<file path="src/ncur_pkg.sv">
// constants shared by both ends of the oscillator control register port
// assumes: one 10 MHz clock, active-low asynchronous reset at both ends
package ncur_pkg;

    // ----------------------------------------------------------------
    // parallel write port geometry
    // ----------------------------------------------------------------
    localparam int ADDR_W = 4;                      // register address width
    localparam int DATA_W = 8;                      // register data width
    localparam int FREQ_W = 48;                     // frequency sum width
    localparam int SER_W = 40;                      // serial tuning word width
    localparam int SER_SHIFT = FREQ_W - SER_W;      // serial word aligns to top

    // ----------------------------------------------------------------
    // device register addresses
    // ----------------------------------------------------------------
    localparam logic [3:0] ADDR_OSC = 4'hd;         // oscillator_control
    localparam logic [3:0] ADDR_TIM = 4'he;         // timing_control
    localparam logic [3:0] ADDR_UPD = 4'hf;         // update_trigger, stores nothing

    // ----------------------------------------------------------------
    // field positions and reset values
    // ----------------------------------------------------------------
    localparam int OSC_SER_BIT = 6;                 // serial path enable
    localparam int OSC_FB_BIT = 5;                  // accumulator feedback enable
    localparam int TIM_LO = 4;                      // capture timing low bit
    localparam int TIM_HI = 5;                      // capture timing high bit
    localparam logic [7:0] OSC_RST = 8'hf8;         // oscillator_control reset
    localparam logic [7:0] TIM_RST = 8'h10;         // timing_control reset
    localparam logic [7:0] OSC_FIXED = 8'h98;       // bit 7 and bits 4:0 pattern
    localparam logic [1:0] TIM_EARLY = 2'h0;        // capture setting 00b
    localparam logic [1:0] TIM_LATE = 2'h3;         // capture setting 11b

    // ----------------------------------------------------------------
    // controller registers on apb (byte addresses)
    // ----------------------------------------------------------------
    localparam logic [7:0] APB_CFG = 8'h00;         // wanted field values
    localparam logic [7:0] APB_CMD = 8'h04;         // update commands
    localparam logic [7:0] APB_STAT = 8'h08;        // busy and init state
    localparam int CFG_TIM_BIT = 8;                 // cfg: 1 selects 11b timing
    localparam int CMD_PIN_BIT = 0;                 // cmd: update over the pin
    localparam int CMD_REG_BIT = 1;                 // cmd: update by address 15
    localparam int STAT_BUSY_BIT = 0;               // stat: work outstanding
    localparam int STAT_INIT_BIT = 1;               // stat: timing written

    // controller sequencer states
    typedef enum logic [0:0] {
        HS_IDLE = 1'b0,
        HS_DRIVE = 1'b1
    } ncur_hstate_t;

endpackage

</file>
<file path="src/ncur_port_if.sv">
// the parallel write-only register port between controller and device
// assumes: both ends on the same clock; the host drives, the device listens
`timescale 1ns/1ps
interface ncur_port_if;
    logic wr;                   // write strobe, one-cycle pulse
    logic we_n;                 // write enable, active low with wr
    logic [3:0] addr;           // register address
    logic [7:0] data;           // write data
    logic update_n;             // update pin, active low one-cycle pulse

    // controller end drives every line
    modport host (output wr, output we_n, output addr, output data, output update_n);
    // device end only listens
    modport device (input wr, input we_n, input addr, input data, input update_n);
endinterface // ncur_port_if

</file>
<file path="src/ncur_host.sv">
// controller end: apb slave registers that drive the parallel port,
// with an automatic setup sequence after reset
// assumes: apb master on clk_i; device on the same clock
`timescale 1ns/1ps
module ncur_host (
    input wire logic clk_i,
    input wire logic rstn_i,
    input wire logic psel,
    input wire logic penable,
    input wire logic pwrite,
    input wire logic [7:0] paddr,
    input wire logic [31:0] pwdata,
    output logic [31:0] prdata,
    output logic pready,
    output logic pslverr,
    ncur_port_if.host port
);

    // ----------------------------------------------------------------
    // apb decode
    // ----------------------------------------------------------------

    wire sel_cfg;
    wire sel_cmd;
    wire sel_stat;
    wire mapped;
    wire access;
    wire wr_cfg;
    wire wr_cmd;
    assign sel_cfg = (paddr == ncur_pkg::APB_CFG);
    assign sel_cmd = (paddr == ncur_pkg::APB_CMD);
    assign sel_stat = (paddr == ncur_pkg::APB_STAT);
    assign mapped = sel_cfg | sel_cmd | sel_stat;
    // zero wait state slave
    assign pready = 1'b1;
    assign access = psel & penable;
    // unmapped address answers with an error
    assign pslverr = access & ~mapped;
    assign wr_cfg = access & pwrite & sel_cfg;
    assign wr_cmd = access & pwrite & sel_cmd;

    // ----------------------------------------------------------------
    // configuration and pending work
    // ----------------------------------------------------------------

    logic ser_en_reg;                // wanted serial path enable
    logic fb_en_reg;                 // wanted feedback enable
    logic tim_late_reg;              // 1 selects 11b, 0 selects 00b
    logic pend_tim_reg;              // timing_control write owed
    logic pend_osc_reg;              // oscillator_control write owed
    logic pend_pin_reg;              // update pulse on the pin owed
    logic pend_upd_reg;              // address 15 write owed
    logic init_done_reg;             // first timing write issued
    ncur_pkg::ncur_hstate_t state_reg; // sequencer state

    // next action in fixed order: timing, oscillator, pin, address 15
    wire idle;
    wire do_tim;
    wire do_osc;
    wire do_pin;
    wire do_upd;
    assign idle = (state_reg == ncur_pkg::HS_IDLE);
    assign do_tim = idle & pend_tim_reg;
    assign do_osc = idle & ~pend_tim_reg & pend_osc_reg;
    assign do_pin = idle & ~pend_tim_reg & ~pend_osc_reg & pend_pin_reg;
    assign do_upd = idle & ~pend_tim_reg & ~pend_osc_reg & ~pend_pin_reg & pend_upd_reg;

    // cfg write requests both register writes; set wins over clear
    wire pend_tim_next;
    wire pend_osc_next;
    wire pend_pin_next;
    wire pend_upd_next;
    assign pend_tim_next = wr_cfg | (pend_tim_reg & ~do_tim);
    assign pend_osc_next = wr_cfg | (pend_osc_reg & ~do_osc);
    assign pend_pin_next = (wr_cmd & pwdata[ncur_pkg::CMD_PIN_BIT]) | (pend_pin_reg & ~do_pin);
    assign pend_upd_next = (wr_cmd & pwdata[ncur_pkg::CMD_REG_BIT]) | (pend_upd_reg & ~do_upd);

    // config and pending flags; reset owes the setup writes and an update
    always_ff @(posedge clk_i or negedge rstn_i) begin
        if (!rstn_i) begin
            ser_en_reg <= 1'b0;
            fb_en_reg <= 1'b1;
            tim_late_reg <= 1'b0;
            pend_tim_reg <= 1'b1;
            pend_osc_reg <= 1'b1;
            pend_pin_reg <= 1'b1;
            pend_upd_reg <= 1'b0;
            init_done_reg <= 1'b0;
        end else begin
            if (wr_cfg) begin
                ser_en_reg <= pwdata[ncur_pkg::OSC_SER_BIT];
                fb_en_reg <= pwdata[ncur_pkg::OSC_FB_BIT];
                tim_late_reg <= pwdata[ncur_pkg::CFG_TIM_BIT];
            end
            pend_tim_reg <= pend_tim_next;
            pend_osc_reg <= pend_osc_next;
            pend_pin_reg <= pend_pin_next;
            pend_upd_reg <= pend_upd_next;
            init_done_reg <= init_done_reg | do_tim;
        end
    end

    // ----------------------------------------------------------------
    // port data
    // ----------------------------------------------------------------

    // reserved bits always the reset pattern
    wire [7:0] osc_data;
    assign osc_data = ncur_pkg::OSC_FIXED |
                      (8'(ser_en_reg) << ncur_pkg::OSC_SER_BIT) |
                      (8'(fb_en_reg) << ncur_pkg::OSC_FB_BIT);

    // only 00b or 11b, giving 00h or 30h
    wire [7:0] tim_data;
    assign tim_data = 8'({tim_late_reg ? ncur_pkg::TIM_LATE : ncur_pkg::TIM_EARLY})
                      << ncur_pkg::TIM_LO;

    // ----------------------------------------------------------------
    // port sequencer: one drive cycle, one release cycle
    // ----------------------------------------------------------------

    logic wr_reg;
    logic we_n_reg;
    logic update_n_reg;
    logic [3:0] addr_reg;
    logic [7:0] data_reg;

    // drives one action per two cycles
    always_ff @(posedge clk_i or negedge rstn_i) begin
        if (!rstn_i) begin
            state_reg <= ncur_pkg::HS_IDLE;
            wr_reg <= 1'b0;
            we_n_reg <= 1'b1;
            update_n_reg <= 1'b1;
            addr_reg <= 4'h0;
            data_reg <= 8'h00;
        end else begin
            case (state_reg)
                ncur_pkg::HS_IDLE: begin
                    // start the chosen action, if any
                    wr_reg <= do_tim | do_osc | do_upd;
                    we_n_reg <= ~(do_tim | do_osc | do_upd);
                    update_n_reg <= ~do_pin;
                    if (do_tim) begin
                        addr_reg <= ncur_pkg::ADDR_TIM;
                        data_reg <= tim_data;
                    end else if (do_osc) begin
                        addr_reg <= ncur_pkg::ADDR_OSC;
                        data_reg <= osc_data;
                    end else if (do_upd) begin
                        addr_reg <= ncur_pkg::ADDR_UPD;
                        data_reg <= 8'h00;
                    end
                    if (do_tim | do_osc | do_pin | do_upd) begin
                        state_reg <= ncur_pkg::HS_DRIVE;
                    end
                end
                ncur_pkg::HS_DRIVE: begin
                    // release strobes
                    wr_reg <= 1'b0;
                    we_n_reg <= 1'b1;
                    update_n_reg <= 1'b1;
                    state_reg <= ncur_pkg::HS_IDLE;
                end
                default: begin
                    state_reg <= ncur_pkg::HS_IDLE;
                end
            endcase
        end
    end

    assign port.wr = wr_reg;
    assign port.we_n = we_n_reg;
    assign port.update_n = update_n_reg;
    assign port.addr = addr_reg;
    assign port.data = data_reg;

    // ----------------------------------------------------------------
    // read data, captured in the setup cycle
    // ----------------------------------------------------------------

    wire busy;
    wire [31:0] rd_mux;
    assign busy = ~idle | pend_tim_reg | pend_osc_reg | pend_pin_reg | pend_upd_reg;
    assign rd_mux = sel_cfg ? ((32'(ser_en_reg) << ncur_pkg::OSC_SER_BIT) |
                               (32'(fb_en_reg) << ncur_pkg::OSC_FB_BIT) |
                               (32'(tim_late_reg) << ncur_pkg::CFG_TIM_BIT)) :
                    sel_stat ? ((32'(busy) << ncur_pkg::STAT_BUSY_BIT) |
                                (32'(init_done_reg) << ncur_pkg::STAT_INIT_BIT)) :
                    32'h0;

    // read data register
    always_ff @(posedge clk_i or negedge rstn_i) begin
        if (!rstn_i) begin
            prdata <= 32'h0;
        end else if (psel & ~penable) begin
            prdata <= rd_mux;
        end
    end

endmodule // ncur_host

</file>
<file path="src/flat_wrapper.sv">
// flat-port wrapper written by rule: the top's interface ports become plain ports
module ncur_host_flat 
  (clk_i, rstn_i, psel, penable, pwrite, paddr, pwdata, prdata, pready, pslverr, port_wr, port_we_n, port_addr, port_data, port_update_n);
  ncur_port_if port_i ();
  input wire logic clk_i;
  input wire logic rstn_i;
  input wire logic psel;
  input wire logic penable;
  input wire logic pwrite;
  input wire logic [7:0] paddr;
  input wire logic [31:0] pwdata;
  output logic [31:0] prdata;
  output logic pready;
  output logic pslverr;
  output wire logic [$bits(port_i.wr)-1:0] port_wr;
  output wire logic [$bits(port_i.we_n)-1:0] port_we_n;
  output wire logic [$bits(port_i.addr)-1:0] port_addr;
  output wire logic [$bits(port_i.data)-1:0] port_data;
  output wire logic [$bits(port_i.update_n)-1:0] port_update_n;
  assign port_wr = port_i.wr;
  assign port_we_n = port_i.we_n;
  assign port_addr = port_i.addr;
  assign port_data = port_i.data;
  assign port_update_n = port_i.update_n;
  ncur_host u_core (.clk_i(clk_i), .rstn_i(rstn_i), .psel(psel), .penable(penable), .pwrite(pwrite), .paddr(paddr), .pwdata(pwdata), .prdata(prdata), .pready(pready), .pslverr(pslverr), .port(port_i));
endmodule
</file>
<file path="config.mk">
export PLATFORM = sky130hd
export DESIGN_NAME = ncur_host_flat
export DESIGN_NICKNAME = d
export VERILOG_FILES = /design/src/ncur_pkg.sv /design/src/ncur_port_if.sv /design/src/ncur_host.sv /design/src/flat_wrapper.sv
export SDC_FILE = /design/constraint.sdc
export NUM_CORES = 1
export LEC_CHECK = 0
export ABC_CLOCK_PERIOD_IN_PS = 1610
export BUFFER_PORTS_ARGS = -buffer_cell sky130_fd_sc_hd__buf_2
export CAP_MARGIN = 20
export CORE_UTILIZATION = 40
export DETAILED_ROUTE_END_ITERATION = 10
export GPL_ROUTABILITY_DRIVEN = 1
export PLACE_DENSITY_LB_ADDON = 0.25
export SYNTH_ARGS = -nofsm -noshare
export SYNTH_HDL_FRONTEND = slang
export SYNTH_SLANG_ARGS = --single-unit
</file>
<file path="constraint.sdc">
create_clock -name clk_i -period 1.61 [get_ports clk_i]
set_input_delay 0.322 -clock clk_i [delete_from_list [all_inputs] [get_ports clk_i]]
set_output_delay 0.322 -clock clk_i [all_outputs]
set_load 0.01 [all_outputs]
</file>
Word level (Yosys, flattened, before mapping). Cells that the tools add are included.

Register bits: 56. Bits of input ports: 45. Output and inout bits: 49. Word-level logic and storage cells: 83.

Eq/ne operators: 2. Multiplexer cells: 14. Bitwise operators: 49. Reduce and logical (&&, ||, !) cells: 3.

Operators with widths (count): $mux W32 (2); $or A32 B9 Y32 (1); $mux W8 (3); $and A1 B1 Y1 (19); $or A1 B1 Y1 (15); $mux W4 (3); $not A1 Y1 (11); $eq A8 B3 Y1 const B (1); $eq A8 B4 Y1 const B (1); $logic_not A8 Y1 (1); $or A8 B6 Y8 (1); $pmux W1 S2 (4); $or A7 B6 Y7 (1); $reduce_bool A3 Y1 (1); $mux W2 (1); $or A1 B2 Y2 (1); $reduce_and A2 Y1 (1); $mux W1 (1).

Depth between registers and ports, before layout.
Word-level depth: 8. Depth in mapped cells: 5. Mapped depth without buffers: 4.

Worst setup path before layout. Ideal clock, no wire load.

Kind: register -> register. From: register u_core.pend_tim_reg. To: register u_core.pend_upd_reg. Library setup time: 119 ps. Arrival: 1178 ps. Required time: 1491 ps. Path slack: 313 ps. Cell stages (with the launch flop): 5. Path buffers: 1. Clock period less this slack: 1297 ps. Path through: dfstp_2 buf_6 or3_4 o21ai_0 a21bo_2.

Longest elaborated chain between the ends: 8.

Ends and longest elaborated chain: start, declared (line ncur_host.sv:49) `logic pend_tim_reg;`; start signal, assigned (line ncur_host.sv:95) `pend_tim_reg <= pend_tim_next;`; $not A1 Y1 (line ncur_host.sv:66) `assign do_upd = idle & ~pend_tim_reg & ~pend_osc_reg & ~pend_pin_reg & pend_upd_reg;`; $and A1 B1 Y1 (4 in series) (line ncur_host.sv:66); $not A1 Y1 (line ncur_host.sv:76) `assign pend_upd_next = (wr_cmd & pwdata[ncur_pkg::CMD_REG_BIT]) | (pend_upd_reg & ~do_upd);`; $and A1 B1 Y1 (line ncur_host.sv:76); $or A1 B1 Y1 (line ncur_host.sv:76); net u_core.pend_upd_next (line ncur_host.sv:72) `wire pend_upd_next;`; end signal, assigned (line ncur_host.sv:98) `pend_upd_reg <= pend_upd_next;`; end, declared (line ncur_host.sv:52) `logic pend_upd_reg;`.

The timed path passes the listed nets, and every way through them passes these cells. A chain may end at the register's enable or synchronous reset.

Final worst setup path.
From: input port paddr[1]. To: output port pslverr.

Longest elaborated chain between the ends: 5. Elaborated cells between the ends (all ways): 7. Classes of those cells: eq/ne: 2; bitwise: 4; reduce/logical: 1.

Ends and longest elaborated chain: start, declared (line flat_wrapper.sv:10) `input wire logic [7:0] paddr;`; $eq A8 B3 Y1 / $logic_not A8 Y1 (equally long branches) (line ncur_host.sv:31, ncur_host.sv:30); $or A1 B1 Y1 (line ncur_host.sv:33) `assign mapped = sel_cfg | sel_cmd | sel_stat;`; $or A1 B1 Y1 (*) (line ncur_host.sv:33); $not A1 Y1 (*) (line ncur_host.sv:38) `assign pslverr = access & ~mapped;`; $and A1 B1 Y1 (*) (line ncur_host.sv:38); end, declared (line flat_wrapper.sv:14) `output logic pslverr;`.

Every way passes the cells marked *; elsewhere a longest branch is shown, timed or not.

==> flow_metrics.py <==
metrics = {
    "run_status": {
        "outcome": "complete, no violations",
    },
    "global_routing": {
        "antenna_found_initial": 0,
        "overflow": 0,
        "grt_pass1_vias": 807,
        "grt_pass1_wl_mm": 3.21,
        "grt_usage_pct": 12.3,
        "grt_max_degree": 25,
    },
    "sta": {
        "hold_violations": 0,
        "hold-worst-slack_ns": 0.225,
        "relSlewSlack_pct": 66.5,
        "grt_setup_unrepaired": "false",
        "setup_viol_count_final": 0,
        "timing.final.ws_setup_ns": 0.163,
        "max_freq_ghz": 0.691,
        "layout_min_cycle_time_ns": 1.45,
        "report.final.slew_viol_count": 0,
        "final.setup.tns_ns": 0,
        "finClkSkew_ns": 0.00534,
        "worst_pin_slew_ns": 0.502,
        "fin_crit_sh_pct": 89.9,
    },
    "power": {
        "p_per_area_nw_per_um2": 692,
        "p_int_mw": 0.735,
        "seqPwrFrac_pct": 62.3,
        "irDropWorstVdd_uv": 212,
        "power.leakage_nw": 0.709,
        "p_switching_mw": 0.245,
        "clockPowerShare_pct": 27.2,
        "switching_share_pct": 25.0,
        "p_comb_share_pct": 10.5,
    },
    "placement": {
        "hpwl_mm": 1.66,
        "placed_area_um2": 1380,
        "port_buffers": 35,
        "place_congestion": 0.815,
        "dp_slack_ns": 0.148,
    },
    "routing": {
        "vias_per_cell": 4.33,
        "route.detailed.drc": 0,
        "wl_mm": 2.07,
        "wl_per_cell_um": 10.3,
        "antenna_left": 0,
        "drt-pass1-iter-count": 4,
        "drt_iter0_drc": 19,
        "vias": 871,
    },
    "clock_tree": {
        "cts_sinks": 24,
        "ctsResizeCount": 0,
        "h-tree-depth": 1,
        "numCtsBuffers": 3,
        "insertion_delay_ns": 0.31,
        "cts_tree": "yes",
        "cts.clk_slew.worst_paths_ns": 0.12,
        "cts-root-buf": "clkbuf_4",
        "clock_path_buffers": 2,
    },
    "hold_path": {
        "hp-class": "in -> reg",
    },
    "setup_path": {
        "cpMaxStageDelayCell": "nor4_4",
        "path_cells": "buf_2 > nor4_4 > a31oi_1 > buf_2",
        "crit_top_cell": "buf_2",
        "crit_required_ns": 1.29,
        "worstPathArrival_ns": 1.13,
        "cp_max_fo": 5,
        "critical_path_class": "in -> out",
        "slowest_delay_ns": 0.40,
        "critPathLaunchType": "input pin",
        "end_kind": "output pin",
    },
    "layout": {
        "layout.nets": 203,
        "areaGrowthSynthToFinish_pct": 9.58,
        "drive_gt1_share_pct": 35.0,
        "fill_cells": 309,
        "design_area_um2": 1420,
        "largest_reg_flops": 5,
        "diodes": 0,
    },
    "logic_synthesis": {
        "synthCells": 121,
        "ys_warn_count": 0,
        "synth_area_per_cell_um2": 10.7,
        "seq_area_frac_synth_pct": 47.0,
        "synth_area_um2": 1290,
        "yosys_register_bits": 24,
        "synth.distinct_cells": 31,
    },
    "floorplan": {
        "rows": 20,
        "io_pins": 94,
        "die_area_um2": 3460,
        "die_w_um": 58.8,
        "coreArea_um2": 3050,
        "die_height_um": 58.8,
        "initial_core_util_pct": 42.3,
    },
    "job": {
        "maxCapViolCount": 0,
    },
}
## kinds of logic (layout without fill, tap and decap cells)
logic type             count (synthesis)  after routing  share of synthesized area [%]
AO/OA/AOI/OAI                         21             21                           11.2
buffers and inverters                 37             44                           20.9
flip-flops                            24             24                           47.0
multiplexers                           3              3                           3.48
other                                  2             31                          0.581
AND/OR/NAND/NOR                       34             34                           16.7
## critical path: cells and delay by family
| kind | cells | cell delay (ns) |
|---|---|---|
| AO/OA/AOI/OAI | 1 | 0.13 |
| buffers and inverters | 2 | 0.27 |
| AND/OR/NAND/NOR | 1 | 0.40 |
## per-stage QoR
stage,util [%],power (mW),cells
final,46.4,0.980,201
after global placement,45.2,0.721,196
after detailed placement,45.2,0.723,196
after global routing,46.4,1.02,201
after floorplan,-,0.731,150
after CTS,46.4,0.986,201
## power groups by stage
stage          registers [mW]  logic, mW  clock network [mW]
2_1_floorplan           0.623      0.108                   0
3_3_place_gp            0.622     0.0992                   0
3_5_place_dp            0.622      0.101                   0
4_1_cts                 0.611      0.103               0.272
5_1_grt                 0.612      0.115               0.293
6_report                0.611      0.103               0.267
## cell usage after synthesis
cell type	n	area, µm²
a32o_1	1	10.0
nand3_4	1	17.5
buf_4	33	248
a22oi_1	1	7.51
nor2b_1	3	18.8
nand2b_1	3	18.8
mux2_4	3	45.0
and4_2	1	10.0
nand3b_1	1	7.51
a21o_1	1	7.51
a21bo_2	1	10.0
nor2_1	3	11.3
a31oi_1	1	6.26
a21oi_1	1	5.00
a2bb2oi_1	1	8.76
o21a_1	1	7.51
nand4b_1	1	8.76
conb_1	2	7.51
o21ai_0	8	40.0
or3_4	1	11.3
nor4_4	2	42.5
and3_1	1	6.26
inv_1	3	11.3
o31ai_1	1	7.51
a22o_1	1	8.76
a21oi_2	1	8.76
buf_6	1	11.3
dfstp_2	6	158
dfrtp_1	18	450
o2bb2ai_1	2	17.5
nand2_1	17	63.8
## area by class of cell
| type | count | area, µm² | area share [%] |
|---|---|---|---|
| Sequential cell | 24 | 608 | 42.9 |
| Multi-Input combinational cell | 89 | 523 | 36.9 |
| Timing Repair Buffer | 37 | 193 | 13.6 |
| Tap cell | 44 | 55.1 | 3.89 |
| Clock buffer | 4 | 26.3 | 1.86 |
| Inverter | 3 | 11.3 | 0.795 |
## layout by cell type, fill, tap and decap left out, types with 6 or more instances in the layout
| cell | instances |
|---|---|
| dfstp_2 | 6 |
| o21ai_0 | 8 |
| conb_1 | 31 |
| dfrtp_1 | 18 |
| nand2_1 | 17 |
| buf_2 | 35 |
## per-layer routing
metal / vias to the layer above / global-route usage [%] / wire length [µm]
met1: 410 / 15.5 / 893
met3: 2 / 1.54 / 129
met5: - / 0 / 0
met2: 43 / 20.8 / 1010
met4: 0 / 6.12 / 30
li1: 416 / - / -
## worst paths after layout
path / from / slack [ns] / to / cells after the start
min reg2reg: u_core.init_done_reg$_DFF_PN0_ / 0.47 / u_core.init_done_reg$_DFF_PN0_ / 1
min in group asynchronous: rstn_i / 0.49 / u_core.port.addr[1]$_DFFE_PN0P_ / 2
max in group asynchronous: rstn_i / 0.76 / u_core.fb_en_reg$_DFFE_PN1P_ / 2
max: paddr[1] / 0.16 / pslverr / 4
min: pwdata[1] / 0.22 / u_core.pend_upd_reg$_DFF_PN0_ / 2
max reg2reg: u_core.pend_tim_reg$_DFF_PN1_ / 0.18 / u_core.port.data[6]$_DFFE_PN0P_ / 4
## timing repair
| action | 4_1_cts | 5_1_grt |
|---|---|---|
| buffers inserted | 0 | 0 |
| hold endpoints to repair | 18 | 0 |
| hold buffers | 1 | 0 |
No activity file was read; power rests on OpenSTA's default activity.
